$ cat config.mk
export PLATFORM = sky130hd
export DESIGN_NAME = fsps_top
export DESIGN_NICKNAME = d
export VERILOG_FILES = /design/src/shared/fsps_pkg.sv /design/src/rtl/fsps_top.sv
export VERILOG_INCLUDE_DIRS = /design/src /design/src/shared
export SDC_FILE = /design/constraint.sdc
export NUM_CORES = 1
export LEC_CHECK = 0
export ABC_CLOCK_PERIOD_IN_PS = 3100
export BUFFER_PORTS_ARGS = -buffer_cell sky130_fd_sc_hd__buf_4
export CORE_UTILIZATION = 55
export CTS_CLUSTER_SIZE = 40
export DETAILED_ROUTE_END_ITERATION = 12
export PLACE_DENSITY = 0.91
export SLEW_MARGIN = 40
export SYNTH_ARGS = -nofsm -noshare
export SYNTH_HDL_FRONTEND = slang
export SYNTH_SLANG_ARGS = --single-unit
export TNS_END_PERCENT = 20
$ cat constraint.sdc
create_clock -name clk_i -period 3.1 [get_ports clk_i]
set_clock_uncertainty 0.2 [all_clocks]
set_input_delay 0.31 -clock clk_i [delete_from_list [all_inputs] [get_ports clk_i]]
set_output_delay 0.31 -clock clk_i [all_outputs]
set_load 0.02 [all_outputs]
$ cat src/shared/fsps_defs.svh
// Constants of the flash self-program sequencer: register map, field positions, timing.
// Assumes inclusion by bare name from the design and bench files.
`ifndef FSPS_DEFS_SVH
`define FSPS_DEFS_SVH
// ****************************************
// Register byte offsets
// ****************************************
`define FSPS_OFS_CTRL 8'h00
`define FSPS_OFS_UNLOCK 8'h04
`define FSPS_OFS_PTR 8'h08
`define FSPS_OFS_LATCH 8'h0C
`define FSPS_OFS_CMD 8'h10
`define FSPS_OFS_STATUS 8'h14
// ****************************************
// Field positions
// ****************************************
`define FSPS_CTRL_PGM 7
`define FSPS_CTRL_CFG 6
`define FSPS_CTRL_ERASE 4
`define FSPS_CTRL_ABORT 3
`define FSPS_CTRL_PERMIT 2
`define FSPS_CTRL_LAUNCH 1
`define FSPS_CMD_WRITE 2
`define FSPS_STAT_DONE 0
`define FSPS_STAT_OPEN 1
`define FSPS_VAR_NONE 2'h0
`define FSPS_VAR_POSTINC 2'h1
`define FSPS_VAR_POSTDEC 2'h2
`define FSPS_VAR_PREINC 2'h3
// ****************************************
// Values and timing
// ****************************************
`define FSPS_KEY_FIRST 8'h55
`define FSPS_KEY_SECOND 8'hAA
`define FSPS_HOLD_RST 8'hFF
`define FSPS_HOLD_NUM 32
`define FSPS_CLK_NS 20
`define FSPS_LONG_NS 2000000
`define FSPS_LONG_CYC (`FSPS_LONG_NS / `FSPS_CLK_NS)
`endif

$ cat src/shared/fsps_pkg.sv
// Types of the flash self-program sequencer.
// Assumes nothing beyond a SystemVerilog compiler.
package fsps_pkg;
   typedef enum logic [1:0] {FSPS_ST_IDLE, FSPS_ST_RD, FSPS_ST_LONG} fsps_state_t;
   typedef enum logic [1:0] {FSPS_UNL_NONE, FSPS_UNL_GOT1, FSPS_UNL_OPEN} fsps_unl_t;
endpackage : fsps_pkg

$ cat src/rtl/fsps_top.sv
// Flash self-program sequencer: table reads, holding-register table writes, row erase, block program.
// Assumes an APB3 master, a flash macro that answers while its read strobe stands, and AND-style programming.
// Behaviour
// - Table read delivers one byte into the table byte latch.
// - Table access variant may adjust pointer before or after the access.
// - Pointer bit zero picks low or high byte of the flash word.
// - Erase always clears a whole 64-byte row; no word erase.
// - Erase row comes from pointer bits 21:6; bits 5:0 ignored.
// - Launch with erase selected and unlock done starts row erase.
// - Core is stalled for the whole erase, about 2 ms.
// - Long cycle ends only when internal timer expires, then core resumes.
// - Programming always commits a 32-byte block.
// - Thirty-two byte-wide holding registers, loaded by table writes.
// - Table write is short, touches only a holding register, no stall.
// - Core writes control register to launch; device performs stalling block write.
// - Programming duration set by on-chip timer only.
// - Holding registers return to FFh on reset and after programming.
// - FFh holding byte leaves flash byte unchanged; bits only go one to zero.
// - Pointer bits 4:0 pick holding register; bits 21:5 pick programmed block (21:6 row, 5 half).
// - Launch bit settable only; hardware clears it at cycle end.
// - Row-erase select cleared by hardware when erase completes.
// - Write-abort flag set by reset during cycle or improper launch; this design sets it on any reset and when a control write raises permit.
//
// Decided for this implementation: the register offsets and the APB interface to the registers.
`timescale 1ns/100ps
`include "fsps_defs.svh"
module fsps_top
   import fsps_pkg::*;
#(parameter logic [16:0] LONG_CYCLES = 17'(`FSPS_LONG_CYC)) (
   input wire logic clk_i,
   input wire logic rst_b_i,
   input wire logic psel_i,
   input wire logic penable_i,
   input wire logic pwrite_i,
   input wire logic [7:0] paddr_i,
   input wire logic [31:0] pwdata_i,
   output logic [31:0] prdata_o,
   output logic pready_o,
   output logic pslverr_o,
   output logic cpu_stall_o,
   output logic fl_rd_o,
   output logic [20:0] fl_addr_o,
   input wire logic [15:0] fl_rdata_i,
   output logic fl_erase_o,
   output logic fl_prog_o,
   output logic [15:0] fl_row_o,
   output logic fl_half_o,
   output logic [255:0] fl_wdata_o
);
   // ****************************************
   // State
   // ****************************************
   fsps_state_t st_q, st_d;
   fsps_unl_t unl_q, unl_d;
   logic [21:0] ptr_q, ptr_d;
   logic [7:0] latch_q, latch_d;
   logic pgm_q, pgm_d, cfg_q, cfg_d, erase_q, erase_d;
   logic abort_q, abort_d, permit_q, permit_d, launch_q, launch_d;
   logic done_q, done_d, sel_q, sel_d, stall_q, stall_d;
   logic [16:0] timer_q, timer_d;
   logic [31:0] prdata_q, prdata_d;
   logic pready_q, pready_d, pslverr_q, pslverr_d;
   logic fl_rd_q, fl_rd_d, fl_erase_q, fl_erase_d, fl_prog_q, fl_prog_d;
   logic [20:0] fl_addr_q, fl_addr_d;
   logic [15:0] fl_row_q, fl_row_d;
   logic fl_half_q, fl_half_d;
   logic [7:0] hold_q [`FSPS_HOLD_NUM];
   logic [7:0] hold_d [`FSPS_HOLD_NUM];
   logic bus_wr, launch_ok, tw_go, prog_end;
   logic [4:0] tw_idx;
   logic [21:0] ptr_inc, ptr_dec, ptr_use, ptr_post;
   assign bus_wr = psel_i & penable_i & pready_q & pwrite_i;
   // Only the low 21 bits step; bit 21 keeps the space selection
   assign ptr_inc = {ptr_q[21], ptr_q[20:0] + 21'h000001};
   assign ptr_dec = {ptr_q[21], ptr_q[20:0] - 21'h000001};
   // ****************************************
   // Pointer variant decode
   // ****************************************
   always_comb begin
      ptr_use = ptr_q;
      ptr_post = ptr_q;
      case (pwdata_i[1:0])
         `FSPS_VAR_POSTINC: ptr_post = ptr_inc;
         `FSPS_VAR_POSTDEC: ptr_post = ptr_dec;
         `FSPS_VAR_PREINC: begin
            ptr_use = ptr_inc;
            ptr_post = ptr_inc;
         end
         default: ptr_post = ptr_q;
      endcase
   end
   // ****************************************
   // Bus slave, control and sequencer
   // ****************************************
   always_comb begin
      st_d = st_q;
      unl_d = unl_q;
      ptr_d = ptr_q;
      latch_d = latch_q;
      pgm_d = pgm_q;
      cfg_d = cfg_q;
      erase_d = erase_q;
      abort_d = abort_q;
      permit_d = permit_q;
      launch_d = launch_q;
      done_d = done_q;
      sel_d = sel_q;
      timer_d = timer_q;
      prdata_d = prdata_q;
      pready_d = 1'b0;
      pslverr_d = 1'b0;
      fl_rd_d = 1'b0;
      fl_addr_d = fl_addr_q;
      fl_erase_d = fl_erase_q;
      fl_prog_d = fl_prog_q;
      fl_row_d = fl_row_q;
      fl_half_d = fl_half_q;
      launch_ok = 1'b0;
      tw_go = 1'b0;
      tw_idx = ptr_use[4:0];
      prog_end = 1'b0;
      // Answers wait while a cycle runs; that wait is the core stall
      if (psel_i && penable_i && !pready_q && st_q == FSPS_ST_IDLE) begin
         pready_d = 1'b1;
         prdata_d = 32'h00000000;
         case (paddr_i)
            `FSPS_OFS_CTRL: prdata_d[7:0] = {pgm_q, cfg_q, 1'b0, erase_q, abort_q, permit_q, launch_q, 1'b0};
            `FSPS_OFS_UNLOCK, `FSPS_OFS_CMD: prdata_d = 32'h00000000;
            `FSPS_OFS_PTR: prdata_d[21:0] = ptr_q;
            `FSPS_OFS_LATCH: prdata_d[7:0] = latch_q;
            `FSPS_OFS_STATUS: begin
               prdata_d[`FSPS_STAT_DONE] = done_q;
               prdata_d[`FSPS_STAT_OPEN] = (unl_q == FSPS_UNL_OPEN);
            end
            default: pslverr_d = 1'b1;
         endcase
      end
      if (bus_wr) begin
         case (paddr_i)
            `FSPS_OFS_CTRL: begin
               pgm_d = pwdata_i[`FSPS_CTRL_PGM];
               cfg_d = pwdata_i[`FSPS_CTRL_CFG];
               erase_d = pwdata_i[`FSPS_CTRL_ERASE];
               permit_d = pwdata_i[`FSPS_CTRL_PERMIT];
               if (pwdata_i[`FSPS_CTRL_PERMIT] && !permit_q) abort_d = 1'b1;
               // Any control write consumes the unlock
               unl_d = FSPS_UNL_NONE;
               if (pwdata_i[`FSPS_CTRL_LAUNCH]) begin
                  if (unl_q == FSPS_UNL_OPEN && pwdata_i[`FSPS_CTRL_PERMIT] && pwdata_i[`FSPS_CTRL_PGM]
                      && !pwdata_i[`FSPS_CTRL_CFG]) begin
                     launch_ok = 1'b1;
                  end else begin
                     abort_d = 1'b1;
                  end
               end
            end
            `FSPS_OFS_UNLOCK: begin
               if (pwdata_i[7:0] == `FSPS_KEY_FIRST) unl_d = FSPS_UNL_GOT1;
               else if (pwdata_i[7:0] == `FSPS_KEY_SECOND && unl_q == FSPS_UNL_GOT1) unl_d = FSPS_UNL_OPEN;
               else unl_d = FSPS_UNL_NONE;
            end
            `FSPS_OFS_PTR: ptr_d = pwdata_i[21:0];
            `FSPS_OFS_LATCH: latch_d = pwdata_i[7:0];
            `FSPS_OFS_CMD: begin
               ptr_d = ptr_post;
               if (pwdata_i[`FSPS_CMD_WRITE]) begin
                  tw_go = 1'b1;
               end else begin
                  st_d = FSPS_ST_RD;
                  fl_rd_d = 1'b1;
                  fl_addr_d = ptr_use[21:1];
                  sel_d = ptr_use[0];
               end
            end
            `FSPS_OFS_STATUS: if (pwdata_i[`FSPS_STAT_DONE]) done_d = 1'b0;
            default: st_d = st_q;
         endcase
      end
      case (st_q)
         FSPS_ST_IDLE: begin
            if (launch_ok) begin
               st_d = FSPS_ST_LONG;
               launch_d = 1'b1;
               timer_d = LONG_CYCLES;
               fl_row_d = ptr_q[21:6];
               fl_half_d = ptr_q[5];
               fl_erase_d = pwdata_i[`FSPS_CTRL_ERASE];
               fl_prog_d = !pwdata_i[`FSPS_CTRL_ERASE];
            end
         end
         FSPS_ST_RD: begin
            latch_d = sel_q ? fl_rdata_i[15:8] : fl_rdata_i[7:0];
            st_d = FSPS_ST_IDLE;
         end
         FSPS_ST_LONG: begin
            timer_d = timer_q - 17'h00001;
            if (timer_q <= 17'h00001) begin
               st_d = FSPS_ST_IDLE;
               launch_d = 1'b0;
               abort_d = 1'b0;
               done_d = 1'b1;
               prog_end = fl_prog_q;
               if (fl_erase_q) erase_d = 1'b0;
               fl_erase_d = 1'b0;
               fl_prog_d = 1'b0;
            end
         end
         default: st_d = FSPS_ST_IDLE;
      endcase
      stall_d = (st_d == FSPS_ST_LONG);
   end
   always_ff @(posedge clk_i or negedge rst_b_i) begin
      if (!rst_b_i) begin
         st_q <= FSPS_ST_IDLE;
         unl_q <= FSPS_UNL_NONE;
         ptr_q <= 22'h000000;
         latch_q <= 8'h00;
         pgm_q <= 1'b0;
         cfg_q <= 1'b0;
         erase_q <= 1'b0;
         // Reads set after any reset, so a reset that cut a cycle short shows
         abort_q <= 1'b1;
         permit_q <= 1'b0;
         launch_q <= 1'b0;
         done_q <= 1'b0;
         sel_q <= 1'b0;
         stall_q <= 1'b0;
         timer_q <= 17'h00000;
         prdata_q <= 32'h00000000;
         pready_q <= 1'b0;
         pslverr_q <= 1'b0;
         fl_rd_q <= 1'b0;
         fl_addr_q <= 21'h000000;
         fl_erase_q <= 1'b0;
         fl_prog_q <= 1'b0;
         fl_row_q <= 16'h0000;
         fl_half_q <= 1'b0;
      end else begin
         st_q <= st_d;
         unl_q <= unl_d;
         ptr_q <= ptr_d;
         latch_q <= latch_d;
         pgm_q <= pgm_d;
         cfg_q <= cfg_d;
         erase_q <= erase_d;
         abort_q <= abort_d;
         permit_q <= permit_d;
         launch_q <= launch_d;
         done_q <= done_d;
         sel_q <= sel_d;
         stall_q <= stall_d;
         timer_q <= timer_d;
         prdata_q <= prdata_d;
         pready_q <= pready_d;
         pslverr_q <= pslverr_d;
         fl_rd_q <= fl_rd_d;
         fl_addr_q <= fl_addr_d;
         fl_erase_q <= fl_erase_d;
         fl_prog_q <= fl_prog_d;
         fl_row_q <= fl_row_d;
         fl_half_q <= fl_half_d;
      end
   end
   // ****************************************
   // Holding registers
   // ****************************************
   for (genvar gi = 0; gi < `FSPS_HOLD_NUM; gi++) begin : g_hold
      always_comb begin
         hold_d[gi] = hold_q[gi];
         if (prog_end) hold_d[gi] = `FSPS_HOLD_RST;
         else if (tw_go && tw_idx == 5'(gi)) hold_d[gi] = latch_q;
      end
      always_ff @(posedge clk_i or negedge rst_b_i) begin
         if (!rst_b_i) begin
            hold_q[gi] <= `FSPS_HOLD_RST;
         end else begin
            hold_q[gi] <= hold_d[gi];
         end
      end
      // Macro ANDs this into the array, so FFh lanes keep their byte
      assign fl_wdata_o[gi*8 +: 8] = hold_q[gi];
   end
   assign prdata_o = prdata_q;
   assign pready_o = pready_q;
   assign pslverr_o = pslverr_q;
   assign cpu_stall_o = stall_q;
   assign fl_rd_o = fl_rd_q;
   assign fl_addr_o = fl_addr_q;
   assign fl_erase_o = fl_erase_q;
   assign fl_prog_o = fl_prog_q;
   assign fl_row_o = fl_row_q;
   assign fl_half_o = fl_half_q;
endmodule : fsps_top

==> reports/metrics.yaml, run 1 <==
die:
  initial_core_util_pct: 56.0
  die_x_um: 182
  rows: 65
  die_h_um: 182
  dieArea_um2: 33000
  ios: 393
  core-area_um2: 31700
synthesis:
  ys_ff_latch: 381
  synth_largest_area_cell: "dfstp_2"
  syn_area_um2: 17800
  synthFlopType: "dfstp_2"
  yosysWarningCount: 0
  netlist.area_leader.share_pct: 38.0
  ys_top_cells_by_area: "dfstp_2 38%, dfrtp_1 17%, mux2i_1 7.9%"
  syn_avg_cell_area_um2: 10.3
  synth-edff-count: 0
  synthCells: 1719
  ys_types: 79
  ys_seq_area_share_pct: 55.4
  synthArstFlopShare_pct: 100
placement:
  place.gp.congestion: 0.953
  dpl.hpwl_mm: 39.0
  io_buffers: 372
critical_path:
  reg2reg_depth: 8
  path_max_fanout: 12
  critPathRequiredTime_ns: 3.33
  arrival_ns: 3.31
  cp-end-kind: "register"
  crit_type: "register to register"
  start_kind: "register"
power:
  vdd_drop_max_mv: 0.311
  cellLeakagePower_nw: 10.3
  power.density_nw_per_um2: 457
timing:
  grt_setup_unrepaired: "yes"
  finalSetupViolCount: 0
  maxSlewHeadroom_pct: 46.5
  tightest_slew_ns: 0.796
  slew_viol_final: 0
  period_needed_ns: 3.08
  finalSetupTns_ns: 0
  period_share_pct: 99.4
  hold_viol: 0
  fmax_mhz: 325
clock_tree:
  clock_sinks: 381
  clock-root-buffer: "clkbuf_16"
  ctsHtreeMaxLevel: 2
  path_clk_slew_ns: 0.06
  worstSkewPairLatency_ns: 0.52
  cts_made_buffers: 40
  clock_path_buffers: 3
  cts_tree: "yes"
cells_and_area:
  nFillCells: 2106
  syn2layout_area_growth_pct: 27.5
  drive_above_1_share_pct: 38.2
  fin_nets: 2146
  fin_util_pct: 71.5
  diodes: 0
drt:
  route.detailed.wl_per_inst_um: 23.2
  drc: 0
  vias: 15961
  vias_per_cell: 6.35
  postRouteAntennaNets: 0
  drt_wl_total_mm: 58.2
  drtPass1Iterations: 5
  drt_iter0_drc: 1600
global_route:
  grt_pass1_vias: 15714
  grt_max_degree: 129
  overflow: 0
  grt_pass1_wl_mm: 89.5
  antenna_found_initial: 0
  grt_util_all_layers_pct: 34.9
min_path:
  hold_path_class: "input pin to register"
  whs_path_depth: 4
run_status:
  status: "complete, no violations"
flow_run:
  cap_violations: 0
==> critical path: stages (launching register included) <==
cell	delay, ns
dfrtp_1	0.36
buf_4	0.20
ha_1	0.18
nand3_1	0.37
xnor2_1	0.25
buf_4	0.17
nor3_1	0.47
nand2_1	0.43
mux2i_1	0.35
==> per-stage QoR <==
| stage | cells | hold slack [ns] | cell area, um2 | total power [mW] | setup WS, ns |
|---|---|---|---|---|---|
| global placement | 2423 | 0.214 | 21200 | 5.67 | 0.270 |
| finish | 2512 | 0.0323 | 22700 | 10.4 | 0.0201 |
| global route | 2512 | 0.0390 | 22700 | 10.7 | -0.0703 |
| detailed placement | 2423 | 0.230 | 21200 | 5.71 | 0.145 |
| floorplan | 1728 | -0.186 | 17800 | 5.41 | 0.418 |
| CTS | 2511 | 0.00494 | 22600 | 10.4 | 0.0700 |
==> state kept, by name, indices dropped and copies added, names as in the netlist, 2 cells and up <==
| signal | flops |
|---|---|
| fl_addr_o | 21 |
| fl_row_o | 16 |
| fl_wdata_o | 256 |
| latch_q | 8 |
| prdata_o | 22 |
| ptr_q | 22 |
| st_q | 2 |
| timer_q | 17 |
| unl_q | 2 |
==> where the power goes <==
group / internal (mW) / total, mW / switching, mW
Clock: 2.77 / 4.71 / 1.94
Combinational: 0.180 / 0.536 / 0.356
Sequential: 5.06 / 5.12 / 0.0685
Total: 8.00 / 10.4 / 2.37
==> layer usage <==
layer	global-route usage [%]	wire length (um)
met4	19.8	3200
met3	7.24	5180
met1	43.8	21800
met2	56.4	28000
met5	0	0
==> cell usage in the layout (no fill, tap or decap), drive strengths merged, types with 33 or more instances in the layout <==
cell type  Yosys  routed
buf           37     447
dfstp        257     257
o21ai        189     189
nor2         177     177
nand2        167     167
mux2i        141     141
o211ai       130     130
dfrtp        124     124
clkbuf       116      63
nand3         53      53
a21oi         33      33
==> synth_stat cells, types with 4 or more instances <==
master	number
nor2b_1	7
o22a_1	7
o211a_1	4
o2111ai_1	5
dfrtp_1	124
nor4_1	15
mux2_2	9
or4_1	6
nand4_2	5
buf_4	10
nand3b_1	6
nand3_1	53
o211ai_1	130
mux2i_1	141
and2_1	5
clkbuf_1	116
nand2b_1	5
o21ai_0	188
xor2_1	10
or3_1	12
dfstp_2	257
nand4_1	23
buf_2	24
a221o_1	6
nor3_1	31
a2bb2oi_1	6
o31ai_1	6
a22oi_1	10
inv_1	17
ha_1	4
o22ai_1	8
nor2_1	177
a21oi_1	33
nand2_1	167
a31oi_1	5
and3_1	8
or2_1	7
xnor2_1	11
==> logic make-up after synthesis <==
| group | after synthesis | synth area share [%] |
|---|---|---|
| buffers and inverters | 171 | 4.08 |
| DFF | 381 | 55.4 |
| and+or+nand+nor | 553 | 14.9 |
| other | 1 | 0.0211 |
| muxes | 150 | 8.51 |
| adders and majority gates | 4 | 0.282 |
| AOI/OAI and AO/OA | 438 | 15.8 |
| xor gates and xnor gates | 21 | 1.03 |
==> area by class of cell <==
class	count	area, um2	share of cell area, %
Multi-Input combinational cell	1176	7300	32.2
Inverter	18	67.6	0.298
Timing Repair Buffer	464	3640	16.1
Clock buffer	63	1250	5.51
Tap cell	402	503	2.22
Sequential cell	381	9860	43.5
Clock inverter	8	53.8	0.237
==> path summary, 6_finish.rpt <==
check | from | slack [ns] | to
worst max-delay path | ptr_q[1]$_DFFE_PN0P_ | 0.02 | fl_wdata_o[159]$_DFFE_PN1P_
worst min register to register | prdata_o[18]$_DFFE_PN0P_ | 0.28 | prdata_o[18]$_DFFE_PN0P_
worst max register to register | ptr_q[1]$_DFFE_PN0P_ | 0.02 | fl_wdata_o[159]$_DFFE_PN1P_
worst min-delay path | pwdata_i[19] | 0.03 | ptr_q[19]$_DFFE_PN0P_
max in group asynchronous | rst_b_i | 1.54 | abort_q$_DFF_PN1_
min in group asynchronous | rst_b_i | 0.40 | fl_wdata_o[13]$_DFFE_PN1P_
==> repair_timing <==
action / CTS / global route
setup buffers: 0 / 0
endpoints found under the hold margin: 28 / 0
hold buffers: 17 / 0
setup endpoints to repair: 0 / 70
resized for setup: 0 / 1
Note: power is estimated with default switching activity, not from simulation.
==> run 2: changes to the inputs <==
ABC_CLOCK_PERIOD_IN_PS = 3400   (was 3100)
clock period = 3.4 ns   (was 3.1 ns; I/O delays follow)
==> reports/metrics.yaml, run 2 (synthesized netlist as in run 1, its figures left out) <==
placement:
  io_buffers: 372
  place.gp.congestion: 0.967
  place_area_um2: 21000
  pre_cts_ws_ns: 0.421
  dpl.hpwl_mm: 38.2
power:
  p_seq_share_pct: 47.5
  internal_power_mw: 7.62
  cellLeakagePower_nw: 10.3
  power.density_nw_per_um2: 435
  clock_power_share_pct: 47.7
  switchingPower_mw: 2.21
  p_comb_share_pct: 4.8
  power.share.switching_pct: 22.5
  vdd_drop_max_mv: 0.292
critical_path:
  critPathRequiredTime_ns: 3.66
  cp_slowest_cell: "dfrtp_1"
  reg2reg_depth: 5
  cp_top_family: "simple AND/OR/NAND/NOR gates"
  crit_buf_inv: 0
  crit_chain: "nand3_1, nor3_1, o21ai_0, or2_1, mux2i_1"
  arrival_ns: 3.39
  cp-end-kind: "register"
  start_kind: "register"
  r2r_start: "ptr_q[2]$_DFFE_PN0P_"
  r2r-end: "fl_wdata_o[75]$_DFFE_PN1P_"
  r2r_setup_slack_ns: 0.27
  crit_type: "register to register"
  path_max_fanout: 18
  cp.depth: 5
  cpPeakStageDelay_ns: 0.76
drt:
  vias: 15856
  drt_wl_total_mm: 56.9
  drtPass1Iterations: 6
  drt_iter0_drc: 1708
  postRouteAntennaNets: 0
  drc: 0
  vias_per_cell: 6.36
  route.detailed.wl_per_inst_um: 22.8
die:
  dieArea_um2: 33000
  core-area_um2: 31700
  rows: 65
  ios: 393
  initial_core_util_pct: 56.0
  die_x_um: 182
  die_h_um: 182
cells_and_area:
  fin_area_um2: 22600
  fin_nets: 2126
  syn2layout_area_growth_pct: 27.2
  drive_above_1_share_pct: 37.8
  diodes: 0
  mostFrequentLayoutCell: "buf_4"
  mostFrequentLayoutCells: "421 x buf_4, 257 x dfstp_2, 188 x o21ai_0, 177 x nor2_1, 166 x nand2_1"
  nFillCells: 2095
  largest_reg_flops: 256
min_path:
  whs_path_depth: 4
  hold_path_class: "input pin to register"
  holdCritStartpoint: "pwdata_i[16]"
  hold_end: "ptr_q[16]$_DFFE_PN0P_"
timing:
  period_needed_ns: 3.13
  period_share_pct: 92.2
  hold_viol: 0
  maxSlewHeadroom_pct: 45.0
  tightest_slew_ns: 0.817
  fmax_mhz: 319
  timing.final.ws_setup_ns: 0.265
  grt_setup_unrepaired: "no"
  finalSetupViolCount: 0
  slew_viol_final: 0
  finalSetupTns_ns: 0
global_route:
  grt_util_all_layers_pct: 34.1
  antenna_found_initial: 0
  grt_max_degree: 98
  grt_pass1_vias: 15488
  overflow: 0
  grt_pass1_wl_mm: 88.0
clock_tree:
  worstSkewPairLatency_ns: 0.54
  cts_made_buffers: 40
  clock-root-buffer: "clkbuf_16"
  path_clk_slew_ns: 0.06
  clock_path_buffers: 3
  cts_tree: "yes"
  ctsHtreeMaxLevel: 2
  clock_sinks: 381
run_status:
  status: "complete, no violations"
flow_run:
  cap_violations: 0
==> run 2: cell count changes in the layout (fill, tap and decap cells not counted), sizes merged <==
| cell | previous run | this run |
|---|---|---|
| buf | 447 | 429 |
| bufinv | 0 | 5 |
| clkbuf | 63 | 58 |
| clkinv | 6 | 9 |
| dlygate4sd3 | 17 | 15 |
| inv | 19 | 17 |
==> run 2: cell type report <==
| type | count | area [um2] | area share, % |
|---|---|---|---|
| repair buffers | 444 | 3470 | 15.3 |
| clock inverters | 14 | 213 | 0.941 |
| clock buffers | 58 | 1210 | 5.36 |
| inverters | 18 | 67.6 | 0.299 |
| multi-input cells | 1176 | 7300 | 32.3 |
| flip-flops and latches | 381 | 9860 | 43.6 |
| well taps | 402 | 503 | 2.22 |
==> run 2: worst max path at each step <==
stage                          from                         end
2_1_floorplan  ptr_q[0]$_DFFE_PN0P_  fl_wdata_o[10]$_DFFE_PN1P_
3_3_place_gp             paddr_i[1]  fl_wdata_o[75]$_DFFE_PN1P_
3_5_place_dp             paddr_i[1]  fl_wdata_o[75]$_DFFE_PN1P_
4_1_cts        ptr_q[2]$_DFFE_PN0P_  fl_wdata_o[75]$_DFFE_PN1P_
5_1_grt        ptr_q[2]$_DFFE_PN0P_  fl_wdata_o[75]$_DFFE_PN1P_
6_report       ptr_q[2]$_DFFE_PN0P_  fl_wdata_o[75]$_DFFE_PN1P_
==> run 2: worst register-to-register path, delay by kind of cell (launching register included) <==
family | cells | cell delay, ns
and+or+nand+nor | 3 | 1.48
AOI/OAI and AO/OA | 1 | 0.37
DFF | 1 | 0.76
muxes | 1 | 0.28
==> run 2: metrics by stage <==
step           hold WS [ns]  utilization, %  instances  total power [mW]
2_1_floorplan        -0.156               -       1728              4.94
3_3_place_gp          0.227            66.3       2406              5.17
3_5_place_dp          0.240            66.3       2406              5.19
4_1_cts             0.00733            71.3       2493              9.84
5_1_grt              0.0387            71.3       2493              10.1
6_report             0.0255            71.3       2493              9.83
==> run 2: power groups by stage <==
stage,Clock (mW),Sequential [mW],Combinational [mW]
after floorplan,0,4.72,0.213
after global placement,0,4.73,0.435
after detailed placement,0,4.74,0.450
after CTS,4.70,4.67,0.467
after global routing,4.90,4.67,0.512
final,4.69,4.67,0.470
==> run 2: timing repair <==
| item | 4_1_cts | 5_1_grt |
|---|---|---|
| gates resized for setup | 0 | 0 |
| setup buffers | 0 | 0 |
| hold endpoints to repair | 32 | 0 |
| hold buffers | 15 | 0 |
==> run 2: routing by layer <==
| layer | wire, um | vias up | global-route usage (%) |
|---|---|---|---|
| met5 | 0 | - | 0 |
| met4 | 3050 | 0 | 18.0 |
| met3 | 5540 | 207 | 6.26 |
| met2 | 26900 | 1047 | 55.0 |
| met1 | 21400 | 7744 | 44.1 |
| li1 | - | 6858 | - |
==> run 3: changes to the inputs <==
CORE_UTILIZATION = 45   (was 55)
PLACE_DENSITY = 0.78   (was 0.91)
RECOVER_POWER = 25   (was unset)
==> reports/metrics.yaml, run 3 (synthesized netlist as in run 1, its figures left out) <==
run_status:
  status: "finished with violations"
  violations: "capacitance limit, slew limit"
timing:
  hold_viol: 0
  period_share_pct: 88.9
  finalSetupViolCount: 0
  grt_setup_unrepaired: "no"
  slew_viol_final: 71
  finalSetupTns_ns: 0
  maxSlewHeadroom_pct: -42.3
  tightest_slew_ns: 2.14
  fmax_mhz: 331
  period_needed_ns: 3.02
cells_and_area:
  syn2layout_area_growth_pct: 28.0
  diodes: 0
  mostFrequentLayoutCells: "424 x buf_4, 257 x dfstp_2, 188 x o21ai_0, 177 x nor2_1, 166 x nand2_1"
  mostFrequentLayoutCell: "buf_4"
  largest_reg_flops: 256
  drive_above_1_share_pct: 37.7
  fin_area_um2: 22700
  fin_nets: 2135
  stdcell_count: 2617
  nFillCells: 3196
critical_path:
  r2r-end: "prdata_o[6]$_DFFE_PN0P_"
  cp_slowest_cell: "nor3_1"
  crit_type: "register to register"
  crit_buf_inv: 1
  crit_start: "st_q[0]$_DFF_PN0_"
  cp.depth: 5
  cpPeakStageDelay_ns: 0.70
  cp_top_family: "simple AND/OR/NAND/NOR gates"
  cp-end-kind: "register"
  path_max_fanout: 18
  start_kind: "register"
  critPathRequiredTime_ns: 3.68
  r2r_start: "st_q[0]$_DFF_PN0_"
  r2r_setup_slack_ns: 0.38
  crit_chain: "or4_1, clkinv_1, o2111ai_1, nor3_1, a221o_1"
  arrival_ns: 3.30
  reg2reg_depth: 5
  worstSetupEndpoint: "prdata_o[6]$_DFFE_PN0P_"
power:
  power.density_nw_per_um2: 420
  internal_power_mw: 7.38
  p_seq_share_pct: 48.8
  vdd_drop_max_mv: 0.295
  clock_power_share_pct: 46.2
  power.share.switching_pct: 22.8
  cellLeakagePower_nw: 10.3
  switchingPower_mw: 2.19
  p_comb_share_pct: 5.0
clock_tree:
  clock-root-buffer: "clkbuf_16"
  ctsHtreeMaxLevel: 2
  clock_path_buffers: 3
  cts_tree: "yes"
  cts_made_buffers: 40
  hold_buffers: 20
  path_clk_slew_ns: 0.07
  ctsResizeCount: 0
  worstSkewPairLatency_ns: 0.54
  cts_setup_buffers: 0
  clock_sinks: 381
die:
  ios: 393
  dieArea_um2: 40300
  die_x_um: 201
  rows: 72
  initial_core_util_pct: 45.8
  core-area_um2: 38800
  die_h_um: 201
drt:
  route.detailed.wl_per_inst_um: 21.6
  drt_iter0_drc: 1208
  drt_wl_total_mm: 56.7
  vias_per_cell: 5.86
  vias: 15336
  drtPass1Iterations: 5
  drc: 0
  postRouteAntennaNets: 0
global_route:
  grt_pass1_wl_mm: 88.4
  grt_pass1_vias: 15154
  grt_max_degree: 129
  grt_util_all_layers_pct: 27.9
  overflow: 0
  antenna_found_initial: 0
flow_run:
  cap_violations: 1
min_path:
  hold_path_class: "input pin to register"
placement:
  placedCellCount: 2526
  io_buffers: 372
  place.gp.congestion: 0.931
  place_area_um2: 21200
  dpl.hpwl_mm: 38.8
run 3: layout make-up:
class	instances	area (um2)	share of cell area (%)
Sequential cell	381	9860	43.3
Inverter	18	67.6	0.297
Clock buffer	63	1250	5.50
Timing Repair Buffer	453	3530	15.5
Clock inverter	8	85.1	0.374
Multi-Input combinational cell	1176	7310	32.1
Tap cell	518	648	2.85
run 3: worst min-delay path by stage:
stage | start | to | slack [ns] | depth (start not counted)
2_1_floorplan | rst_b_i | cfg_q$_DFFE_PN0P_ | -0.16 | 0
3_3_place_gp | rst_b_i | fl_addr_o[11]$_DFFE_PN0P_ | 0.18 | 1
3_5_place_dp | rst_b_i | fl_addr_o[13]$_DFFE_PN0P_ | 0.17 | 1
4_1_cts | pwdata_i[12] | ptr_q[12]$_DFFE_PN0P_ | 0.0003 | 4
5_1_grt | pwdata_i[2] | permit_q$_DFFE_PN0P_ | 0.02 | 2
6_report | pwdata_i[12] | ptr_q[12]$_DFFE_PN0P_ | 0.02 | 4
run 3: worst register-to-register path, delay by kind of cell, from the launching register on:
kind	cells	cell delay, ns
buf+inv	1	0.34
simple gates	2	1.25
flops	1	0.46
compound gates	2	0.71
run 3: through the flow:
| step | total power, mW | setup WS [ns] | utilization [%] | hold WS (ns) |
|---|---|---|---|---|
| after detailed placement | 5.19 | 0.360 | 54.6 | 0.169 |
| after global placement | 5.18 | 0.504 | 54.6 | 0.176 |
| after CTS | 9.63 | 0.329 | 58.6 | 0.000295 |
| after floorplan | 4.94 | 0.718 | - | -0.156 |
| final | 9.56 | 0.376 | 58.6 | 0.0171 |
| after global routing | 9.88 | 0.198 | 58.6 | 0.0154 |
run 3: metal layers:
layer	part of all wire, %	vias up	track usage (%)
met5	0	-	0
met4	3.9	0	10.9
met3	8.0	126	5.52
met2	47	762	45.1
met1	41	7577	37.0
li1	-	6871	-
run 3: power groups by stage:
stage | registers [mW] | logic, mW | clock network, mW
final | 4.67 | 0.478 | 4.42
after global routing | 4.68 | 0.525 | 4.68
after global placement | 4.73 | 0.443 | 0
after floorplan | 4.72 | 0.213 | 0
after CTS | 4.67 | 0.478 | 4.48
after detailed placement | 4.74 | 0.456 | 0
